$ cat config.mk
export PLATFORM = sky130hd
export DESIGN_NAME = dcs_device_flat
export DESIGN_NICKNAME = d
export VERILOG_FILES = /design/src/dcs_pkg.sv /design/src/dcs_if.sv /design/src/dcs_device.sv /design/src/flat_wrapper.sv
export SDC_FILE = /design/constraint.sdc
export NUM_CORES = 1
export LEC_CHECK = 0
export BUFFER_PORTS_ARGS = -buffer_cell sky130_fd_sc_hd__clkbuf_2
export CORE_ASPECT_RATIO = 1.75
export CORE_UTILIZATION = 55
export CTS_CLUSTER_DIAMETER = 80
export DETAILED_ROUTE_END_ITERATION = 7
export GPL_TIMING_DRIVEN = 0
export PLACE_DENSITY = 0.79
export SLEW_MARGIN = 10
export SYNTH_ARGS = -nofsm -noshare
export SYNTH_HDL_FRONTEND = slang
export SYNTH_SLANG_ARGS = --single-unit
$ cat constraint.sdc
create_clock -name clk -period 2.2 [get_ports clk]
set_clock_uncertainty 0.15 [all_clocks]
set_input_delay 0.11 -clock clk [delete_from_list [all_inputs] [get_ports clk]]
set_output_delay 0.11 -clock clk [all_outputs]
set_load 0.03 [all_outputs]
$ cat src/dcs_pkg.sv
package dcs_pkg;
  localparam int CHAIN_LEN      = 33;
  localparam int DATA_W         = 32;
  localparam int SPEED_BIT      = 32;
  localparam int DEBUG_CHAIN_ID = 1;
  localparam int SEL_W          = 4;
  localparam int TCK_DIV        = 4;
  localparam int STAT_W         = 8;
  localparam int ST_ACK         = 0;
  localparam int ST_TRANS_LO    = 2;
  localparam int ST_TRANS_HI    = 3;
  localparam int ST_COMPRESSED  = 4;
  localparam int ST_SYS_MODE    = 5;
  localparam int MODE_W         = 5;
  localparam logic [1:0] TRANS_IDLE = 2'h0;
  localparam logic [1:0] TRANS_DONE = 2'h3;
  localparam logic [3:0] OP_NONE    = 4'h0;
  localparam logic [3:0] OP_CAPTURE = 4'h1;
  localparam logic [3:0] OP_SHIFT   = 4'h2;
  localparam logic [3:0] OP_UPDATE  = 4'h3;
  localparam logic [3:0] OP_SELECT  = 4'h4;
  localparam logic [3:0] OP_RESUME  = 4'h5;
  localparam logic [3:0] OP_STEP    = 4'h6;
  localparam logic [3:0] OP_STATUS  = 4'h7;
  localparam logic [3:0] OP_MODE    = 4'h8;
  localparam logic [7:0] ADDR_CMD    = 8'h00;
  localparam logic [7:0] ADDR_WDATA  = 8'h04;
  localparam logic [7:0] ADDR_RDATA  = 8'h08;
  localparam logic [7:0] ADDR_STATUS = 8'h0C;
  localparam logic [7:0] ADDR_SPEED  = 8'h10;
endpackage

$ cat src/dcs_if.sv
`timescale 1ns/1ns
interface dcs_if;
  logic       tck;
  logic       capture;
  logic       shift;
  logic       update;
  logic       select_chain;
  logic [3:0] chain_sel;
  logic       resume;
  logic       step;
  logic       status_rd;
  logic       mode_wr;
  logic       test_data_input;
  logic       test_data_output;
  logic [7:0] status;
  modport device (input tck, capture, shift, update, select_chain,
                  chain_sel, resume, step, status_rd, mode_wr,
                  test_data_input, output test_data_output, status);
  modport debugger (output tck, capture, shift, update, select_chain,
                    chain_sel, resume, step, status_rd, mode_wr,
                    test_data_input, input test_data_output, status);
endinterface

$ cat src/dcs_device.sv
`timescale 1ns/1ns
// What this block does
// 33 cells: data bits plus break cell
// status bit 4 flags compressed-state entry
// debugger may duplicate 16-bit halves
// store multiple drives registers onto bus
// any mode change allowed in debug
// debugger restores entry mode before exit
// 33 test clocks between core steps
// debugger scans only permitted instruction classes
// system access uses system clock enable
// cell 33 high selects next system speed
// debugger issues resume after system instruction
// resume runs pending op, re-enters debug
// completion raises acknowledge, back to debug
// transfer type driven low requesting bus
// tolerate unbounded bus grant stall
// completion needs transfer bits and acknowledge
// status shows transfer bits and acknowledge
// cell 33 high only on memory ops
// cell 33 set after system access
// first capture of cell 33 shows cause
// breakpoint reads low, watchpoint reads high
// order: data 0..31 then break cell
// chain 1 selected before shifting
// capture, shift, update per test clock
module dcs_device
  import dcs_pkg::*;
(
  input  wire logic              clk,
  input  wire logic              reset,
  dcs_if.device                  dbg,
  input  wire logic              debug_entry,
  input  wire logic              entry_watchpoint,
  input  wire logic              entry_compressed,
  input  wire logic [DATA_W-1:0] core_data_out,
  input  wire logic              bus_grant,
  output logic [DATA_W-1:0]      core_instr,
  output logic                   core_step,
  output logic                   system_clock_enable,
  output logic                   debug_clock_enable,
  output logic                   debug_acknowledge,
  output logic [1:0]             trans_type,
  output logic [MODE_W-1:0]      core_mode,
  output logic                   test_data_out_q
);
  typedef enum logic [1:0] {DCS_DEBUG, DCS_SYNC, DCS_WAIT, DCS_RUN}
    dcs_state_e;

  // two-flop sync on every pin from the debugger
  logic [9:0] s1_reg;
  logic [9:0] s2_reg;
  logic [3:0] sel1_reg;
  logic [3:0] sel2_reg;
  logic       tck_prev_reg;
  always_ff @(posedge clk) begin
    if (reset) begin
      s1_reg   <= '0;
      s2_reg   <= '0;
      sel1_reg <= '0;
      sel2_reg <= '0;
    end else begin
      s1_reg <= {dbg.tck, dbg.capture, dbg.shift, dbg.update,
                 dbg.select_chain, dbg.resume, dbg.step, dbg.status_rd,
                 dbg.mode_wr, dbg.test_data_input};
      s2_reg   <= s1_reg;
      sel1_reg <= dbg.chain_sel;
      sel2_reg <= sel1_reg;
    end
  end
  always_ff @(posedge clk) begin
    tck_prev_reg <= reset ? 1'b0 : s2_reg[9];
  end
  logic tck_rise;
  assign tck_rise = s2_reg[9] && !tck_prev_reg;
  logic cap_i, shf_i, upd_i, selc_i, res_i, stp_i, mode_i, tdi_i;
  assign cap_i  = s2_reg[8];
  assign shf_i  = s2_reg[7];
  assign upd_i  = s2_reg[6];
  assign selc_i = s2_reg[5];
  assign res_i  = s2_reg[4];
  assign stp_i  = s2_reg[3];
  assign mode_i = s2_reg[1];
  assign tdi_i  = s2_reg[0];

  logic [SEL_W-1:0]     chain_reg;
  logic [CHAIN_LEN-1:0] sr_reg;
  logic [CHAIN_LEN-1:0] par_reg;
  logic                 first_cap_reg;
  logic                 cause_reg;
  logic                 compressed_reg;
  logic [5:0]           shift_cnt_reg;
  dcs_state_e           state_reg;
  logic                 chain_on;
  assign chain_on = (chain_reg == SEL_W'(DEBUG_CHAIN_ID));

  always_ff @(posedge clk) begin
    if (reset) begin
      chain_reg <= '0;
    end else if (tck_rise && selc_i) begin
      chain_reg <= sel2_reg;
    end
  end

  // entry cause held until the first capture reads it
  always_ff @(posedge clk) begin
    if (reset) begin
      first_cap_reg  <= 1'b0;
      cause_reg      <= 1'b0;
      compressed_reg <= 1'b0;
    end else if (debug_entry && state_reg == DCS_DEBUG) begin
      first_cap_reg  <= 1'b1;
      cause_reg      <= entry_watchpoint;
      compressed_reg <= entry_compressed;
    end else if (state_reg == DCS_RUN) begin
      // excursion over: the core is back in debug by itself
      first_cap_reg <= 1'b1;
      cause_reg     <= 1'b1;
    end else if (tck_rise && cap_i && chain_on) begin
      first_cap_reg <= 1'b0;
    end
  end

  always_ff @(posedge clk) begin
    if (reset) begin
      sr_reg        <= '0;
      shift_cnt_reg <= '0;
    end else if (tck_rise && chain_on && cap_i) begin
      sr_reg[DATA_W-1:0] <= core_data_out;
      sr_reg[SPEED_BIT]  <= first_cap_reg ? cause_reg
                                          : par_reg[SPEED_BIT];
      shift_cnt_reg      <= '0;
    end else if (tck_rise && chain_on && shf_i) begin
      // bit 0 leaves first: data 0..31 then the break cell
      sr_reg <= {tdi_i, sr_reg[CHAIN_LEN-1:1]};
      if (shift_cnt_reg != 6'(CHAIN_LEN)) begin
        shift_cnt_reg <= shift_cnt_reg + 1'b1;
      end
    end
  end

  always_ff @(posedge clk) begin
    if (reset) begin
      par_reg <= '0;
    end else if (tck_rise && chain_on && upd_i) begin
      par_reg <= sr_reg;
    end
  end

  always_ff @(posedge clk) begin
    test_data_out_q <= reset ? 1'b0 : (chain_on && sr_reg[0]);
  end
  assign dbg.test_data_output = test_data_out_q;

  // only after a full word has passed may the core step
  logic step_ok;
  assign step_ok = tck_rise && stp_i && chain_on &&
                   shift_cnt_reg == 6'(CHAIN_LEN);

  logic speed_pending_reg;
  always_ff @(posedge clk) begin
    if (reset) begin
      speed_pending_reg <= 1'b0;
    end else if (step_ok && state_reg == DCS_DEBUG) begin
      // stays armed through the step that loads the system speed op
      speed_pending_reg <= speed_pending_reg || par_reg[SPEED_BIT];
    end else if (state_reg == DCS_RUN) begin
      speed_pending_reg <= 1'b0;
    end
  end

  // state machine for the system speed excursion
  always_ff @(posedge clk) begin
    if (reset) begin
      state_reg <= DCS_DEBUG;
    end else begin
      case (state_reg)
        DCS_DEBUG: if (tck_rise && res_i && speed_pending_reg) begin
          state_reg <= DCS_SYNC;
        end
        DCS_SYNC: state_reg <= DCS_WAIT;
        DCS_WAIT: if (bus_grant) begin
          state_reg <= DCS_RUN;
        end
        DCS_RUN: state_reg <= DCS_DEBUG;
        default: state_reg <= DCS_DEBUG;
      endcase
    end
  end

  always_ff @(posedge clk) begin
    if (reset) begin
      system_clock_enable <= 1'b0;
      debug_clock_enable  <= 1'b1;
      debug_acknowledge   <= 1'b1;
      trans_type          <= TRANS_DONE;
      core_step           <= 1'b0;
    end else begin
      // mode flag: held through a grant stall, the core only waits
      system_clock_enable <= (state_reg == DCS_SYNC) ||
                             (state_reg == DCS_WAIT);
      debug_clock_enable  <= (state_reg == DCS_DEBUG) ||
                             (state_reg == DCS_RUN);
      debug_acknowledge   <= (state_reg == DCS_DEBUG) ||
                             (state_reg == DCS_RUN);
      trans_type <= (state_reg == DCS_SYNC || state_reg == DCS_WAIT)
                    ? TRANS_IDLE : TRANS_DONE;
      core_step  <= step_ok && state_reg == DCS_DEBUG;
    end
  end

  always_ff @(posedge clk) begin
    if (reset) begin
      core_instr <= '0;
    end else if (step_ok) begin
      core_instr <= par_reg[DATA_W-1:0];
    end
  end

  // mode change is free in debug; privilege is not checked
  always_ff @(posedge clk) begin
    if (reset) begin
      core_mode <= '0;
    end else if (tck_rise && mode_i && state_reg == DCS_DEBUG) begin
      core_mode <= par_reg[MODE_W-1:0];
    end
  end

  logic [STAT_W-1:0] status_reg;
  always_ff @(posedge clk) begin
    if (reset) begin
      // shows the reset levels of its sources, never a false bus request
      status_reg              <= '0;
      status_reg[ST_ACK]      <= 1'b1;
      status_reg[ST_TRANS_LO] <= TRANS_DONE[0];
      status_reg[ST_TRANS_HI] <= TRANS_DONE[1];
    end else begin
      status_reg <= '0;
      status_reg[ST_ACK]        <= debug_acknowledge;
      status_reg[ST_TRANS_LO]   <= trans_type[0];
      status_reg[ST_TRANS_HI]   <= trans_type[1];
      status_reg[ST_COMPRESSED] <= compressed_reg;
      status_reg[ST_SYS_MODE]   <= system_clock_enable;
    end
  end
  assign dbg.status = status_reg;
endmodule

$ cat src/flat_wrapper.sv
// flat-port wrapper written by rule: the top's interface ports become plain ports
module dcs_device_flat import dcs_pkg::*;
  (clk, reset, debug_entry, entry_watchpoint, entry_compressed, core_data_out, bus_grant, core_instr, core_step, system_clock_enable, debug_clock_enable, debug_acknowledge, trans_type, core_mode, test_data_out_q, dbg_tck, dbg_capture, dbg_shift, dbg_update, dbg_select_chain, dbg_chain_sel, dbg_resume, dbg_step, dbg_status_rd, dbg_mode_wr, dbg_test_data_input, dbg_test_data_output, dbg_status);
  dcs_if dbg_i ();
  input  wire logic clk;
  input  wire logic reset;
  input  wire logic debug_entry;
  input  wire logic entry_watchpoint;
  input  wire logic entry_compressed;
  input  wire logic [DATA_W-1:0] core_data_out;
  input  wire logic bus_grant;
  output logic [DATA_W-1:0] core_instr;
  output logic core_step;
  output logic system_clock_enable;
  output logic debug_clock_enable;
  output logic debug_acknowledge;
  output logic [1:0] trans_type;
  output logic [MODE_W-1:0] core_mode;
  output logic test_data_out_q;
  input wire logic [$bits(dbg_i.tck)-1:0] dbg_tck;
  input wire logic [$bits(dbg_i.capture)-1:0] dbg_capture;
  input wire logic [$bits(dbg_i.shift)-1:0] dbg_shift;
  input wire logic [$bits(dbg_i.update)-1:0] dbg_update;
  input wire logic [$bits(dbg_i.select_chain)-1:0] dbg_select_chain;
  input wire logic [$bits(dbg_i.chain_sel)-1:0] dbg_chain_sel;
  input wire logic [$bits(dbg_i.resume)-1:0] dbg_resume;
  input wire logic [$bits(dbg_i.step)-1:0] dbg_step;
  input wire logic [$bits(dbg_i.status_rd)-1:0] dbg_status_rd;
  input wire logic [$bits(dbg_i.mode_wr)-1:0] dbg_mode_wr;
  input wire logic [$bits(dbg_i.test_data_input)-1:0] dbg_test_data_input;
  output wire logic [$bits(dbg_i.test_data_output)-1:0] dbg_test_data_output;
  output wire logic [$bits(dbg_i.status)-1:0] dbg_status;
  assign dbg_i.tck = dbg_tck;
  assign dbg_i.capture = dbg_capture;
  assign dbg_i.shift = dbg_shift;
  assign dbg_i.update = dbg_update;
  assign dbg_i.select_chain = dbg_select_chain;
  assign dbg_i.chain_sel = dbg_chain_sel;
  assign dbg_i.resume = dbg_resume;
  assign dbg_i.step = dbg_step;
  assign dbg_i.status_rd = dbg_status_rd;
  assign dbg_i.mode_wr = dbg_mode_wr;
  assign dbg_i.test_data_input = dbg_test_data_input;
  assign dbg_test_data_output = dbg_i.test_data_output;
  assign dbg_status = dbg_i.status;
  dcs_device u_core (.clk(clk), .reset(reset), .dbg(dbg_i), .debug_entry(debug_entry), .entry_watchpoint(entry_watchpoint), .entry_compressed(entry_compressed), .core_data_out(core_data_out), .bus_grant(bus_grant), .core_instr(core_instr), .core_step(core_step), .system_clock_enable(system_clock_enable), .debug_clock_enable(debug_clock_enable), .debug_acknowledge(debug_acknowledge), .trans_type(trans_type), .core_mode(core_mode), .test_data_out_q(test_data_out_q));
endmodule
==> metrics.txt <==
status=finished clean; endpoint type of the worst setup path=register; Fill cells=703; CP Data Arrival Time=2.19 ns; worst slew pin tran=0.6449 ns; Worst path max stage delay=0.38 ns; fraction of registers with async set or reset after synthesis=0; Max VDD drop=674.7 uV; Yosys cell types=35; Slew headroom=0.5701; Die Area=10650 sq um; Worst Path Class, Setup=register to register; RR Endpoint=u_core.par_reg[27]; Max-cap violations=0; main flop type after synthesis=dfxtp_1; crit path time final=2.068 ns; period utilisation layout=0.9398; Layout area overhead=32.70%; CORE AREA=9910 sq um; critical path's slowest cell=dfxtp_1; Reg area=3063 sq um; Total Wirelength=15420 um; TritonCTS buffer count=17; fin worst setup slack=0.1325 ns; GRT Resource Usage Total=0.2948; CTS clk-pin slew, worst paths=0.06 ns; Final Max Slew Viols=0; endpoints failing hold=0; YS warnings=0; H-Tree Depth=4; GR peak layer=met2; Clock Tree Buf Depth=2; Rows=48; die span in x=78.44 um; Hold/Removal Path Class=input pin to register; Crit Path Max Fanout=10; first-pass GRT wire length=24010 um; 1st-iter DRT viols=306; initial antenna violation count=0; Avg WL per Cell=15.67 um; met2 Track Usage GR=0.5648; Initial Util=0.5676; FMAX=483.7 MHz; fin nets=903; LEAKAGE=0.002872 uW; ANT cells=0; Final Non-Filler Cells=984; GR Overflow Total=0; post-route ant nets=0; R2R cell count=6; Post-synth EDFFs=0; pwr/cell area=824.1 nW/um^2; 1st-pass router iterations=5; dpl ws=-0.05729 ns; layout cells sized above 1=0.1874; met3 Usage GRT=0.06869; Mapped Cells=668; final setup vio count=0; Critical Path RT=2.32 ns; dpl cells=894; area of the multi-input gates=2287 sq um; vias post-DR=5311; PortBufs=99; flops & latches, synth=153; Clock Latency Late Sink=0.42 ns; Avg Cell Area, Syn=8.419 sq um; vias per cell=5.397; RePlAce Congestion=0.8630; Critical R2R Launch=u_core.s2_reg[9]; CTS tree=yes; io pins=105; number of global-route vias before repair=5262; DP HPWL=9696 um; register area share after synthesis=0.5446; Post-Syn Area=5624 sq um; GR Util met1=0.2852; hold path depth=2; critical path cell sequence=nor2b_2, buf_2, nand3_1, clkbuf_1, nand2_1, a21oi_1; R2R Setup Slk=0.13 ns; final core occ=0.7532; die height=135.8 um; Sink Count=153; hold path endpoint=u_core.s2_reg[1]; crit path launch type=register; DRC=0; largest net degree at the start of global routing=17; CTS root buffer=clkbuf_16; min-delay src=reset
layout make-up:
class	instances	share of cell area
Clock inverter	13	0.02062
Multi-Input combinational cell	451	0.3065
Sequential cell	153	0.4104
Inverter	12	0.006035
Clock buffer	19	0.05800
Timing Repair Buffer	158	0.1445
Tap cell	125	0.02096
Buffer	53	0.03303
routing by layer:
| layer | vias to the layer above | part of all wire |
|---|---|---|
| met4 | 0 | 0.035 |
| li1 | 2563 | - |
| met2 | 165 | 0.56 |
| met3 | 43 | 0.041 |
| met5 | - | 0 |
| met1 | 2540 | 0.37 |
how the worst max path moves through the flow:
stage	startpoint	to	slack, ns	cells past startpoint
2_1_floorplan	u_core.chain_reg[3]	u_core.shift_cnt_reg[2]	0.43	4
6_report	u_core.s2_reg[9]	u_core.par_reg[27]	0.13	6
5_1_grt	u_core.shift_cnt_reg[1]	u_core.core_instr[15]	-0.007	8
3_5_place_dp	u_core.s2_reg[9]	u_core.core_instr[12]	-0.06	6
3_3_place_gp	u_core.s2_reg[9]	u_core.core_instr[15]	0.0002	6
4_1_cts	u_core.chain_reg[3]	u_core.shift_cnt_reg[2]	0.02	5
per-stage QoR:
step	setup TNS (ns)	instance area (sq um)	total power (uW)	hold slack (ns)
finish	0	7463	6151	0.04728
global route	-0.007359	7463	6308	0.06517
floorplan	0	5632	3091	0.08818
global placement	0	6284	3195	0.1692
CTS	0	7447	6148	0.03231
detailed placement	-0.5117	6284	3205	0.1757
logic make-up after synthesis:
family	Yosys count	share of synthesized area
compound gates	125	0.1357
fa+ha+maj	5	0.01112
buf+inv	66	0.05250
flops	153	0.5446
mux	7	0.01268
other cells	1	0.0006668
simple gates	311	0.2427
cells in the final DEF (no fill, tap or decap), types with 2 or more instances in the layout:
| cell type | count |
|---|---|
| nand4_1 | 2 |
| or4_1 | 3 |
| clkinv_2 | 5 |
| and2_1 | 2 |
| buf_2 | 11 |
| nand2_1 | 203 |
| buf_1 | 3 |
| a21oi_1 | 79 |
| o31ai_1 | 3 |
| o21ai_0 | 7 |
| or3_1 | 2 |
| clkbuf_2 | 99 |
| nor2_1 | 40 |
| bufinv_16 | 3 |
| or4b_2 | 2 |
| mux2i_1 | 6 |
| nand3_1 | 11 |
| a311oi_1 | 31 |
| dfxtp_1 | 153 |
| conb_1 | 3 |
| dlygate4sd3_1 | 56 |
| and3_1 | 2 |
| clkbuf_1 | 32 |
| nor3_1 | 2 |
| ha_1 | 5 |
| clkinvlp_4 | 4 |
| clkbuf_16 | 17 |
| nor2b_1 | 32 |
| nand4b_1 | 2 |
| a221oi_1 | 3 |
| buf_4 | 12 |
| inv_1 | 12 |
where the power goes:
part	internal (uW)	switching, uW	leakage [uW]
Clock	1770	1130	0.000279
Combinational	184	216	0.00136
Sequential	2820	27.0	0.00124
synthesized netlist by cell type, types with 2 or more instances:
cell,number,area share
a21oi_1,79,0.070
a221oi_1,3,0.0047
a311oi_1,31,0.048
and2_1,2,0.0022
and3_1,2,0.0022
buf_1,2,0.0013
buf_2,11,0.0098
buf_4,9,0.012
clkbuf_1,32,0.021
dfxtp_1,153,0.54
ha_1,5,0.011
inv_1,12,0.0080
mux2i_1,6,0.011
nand2_1,203,0.14
nand3_1,12,0.011
nand4_1,2,0.0022
nand4b_1,2,0.0031
nor2_1,40,0.027
nor2b_1,33,0.037
nor3_1,2,0.0018
o21ai_0,7,0.0062
o31ai_1,3,0.0040
or3_1,2,0.0022
or4_1,3,0.0040
or4b_2,2,0.0036
what timing repair did:
item	4_1_cts	5_1_grt
setup endpoints to repair	31	80
hold buffers	56	0
gates cloned	0	0
endpoints found under the hold margin	50	0
pin swaps	1	1
resized for setup	1	3
setup buffers	2	1
critical path: cells and delay by family, from the launching register on:
| family | cells | cell delay [ns] |
|---|---|---|
| AND/OR/NAND/NOR | 3 | 0.72 |
| AO/OA/AOI/OAI | 1 | 0.08 |
| buffers and inverters | 2 | 0.59 |
| flip-flops | 1 | 0.38 |
(Power assumes the default switching activity.)
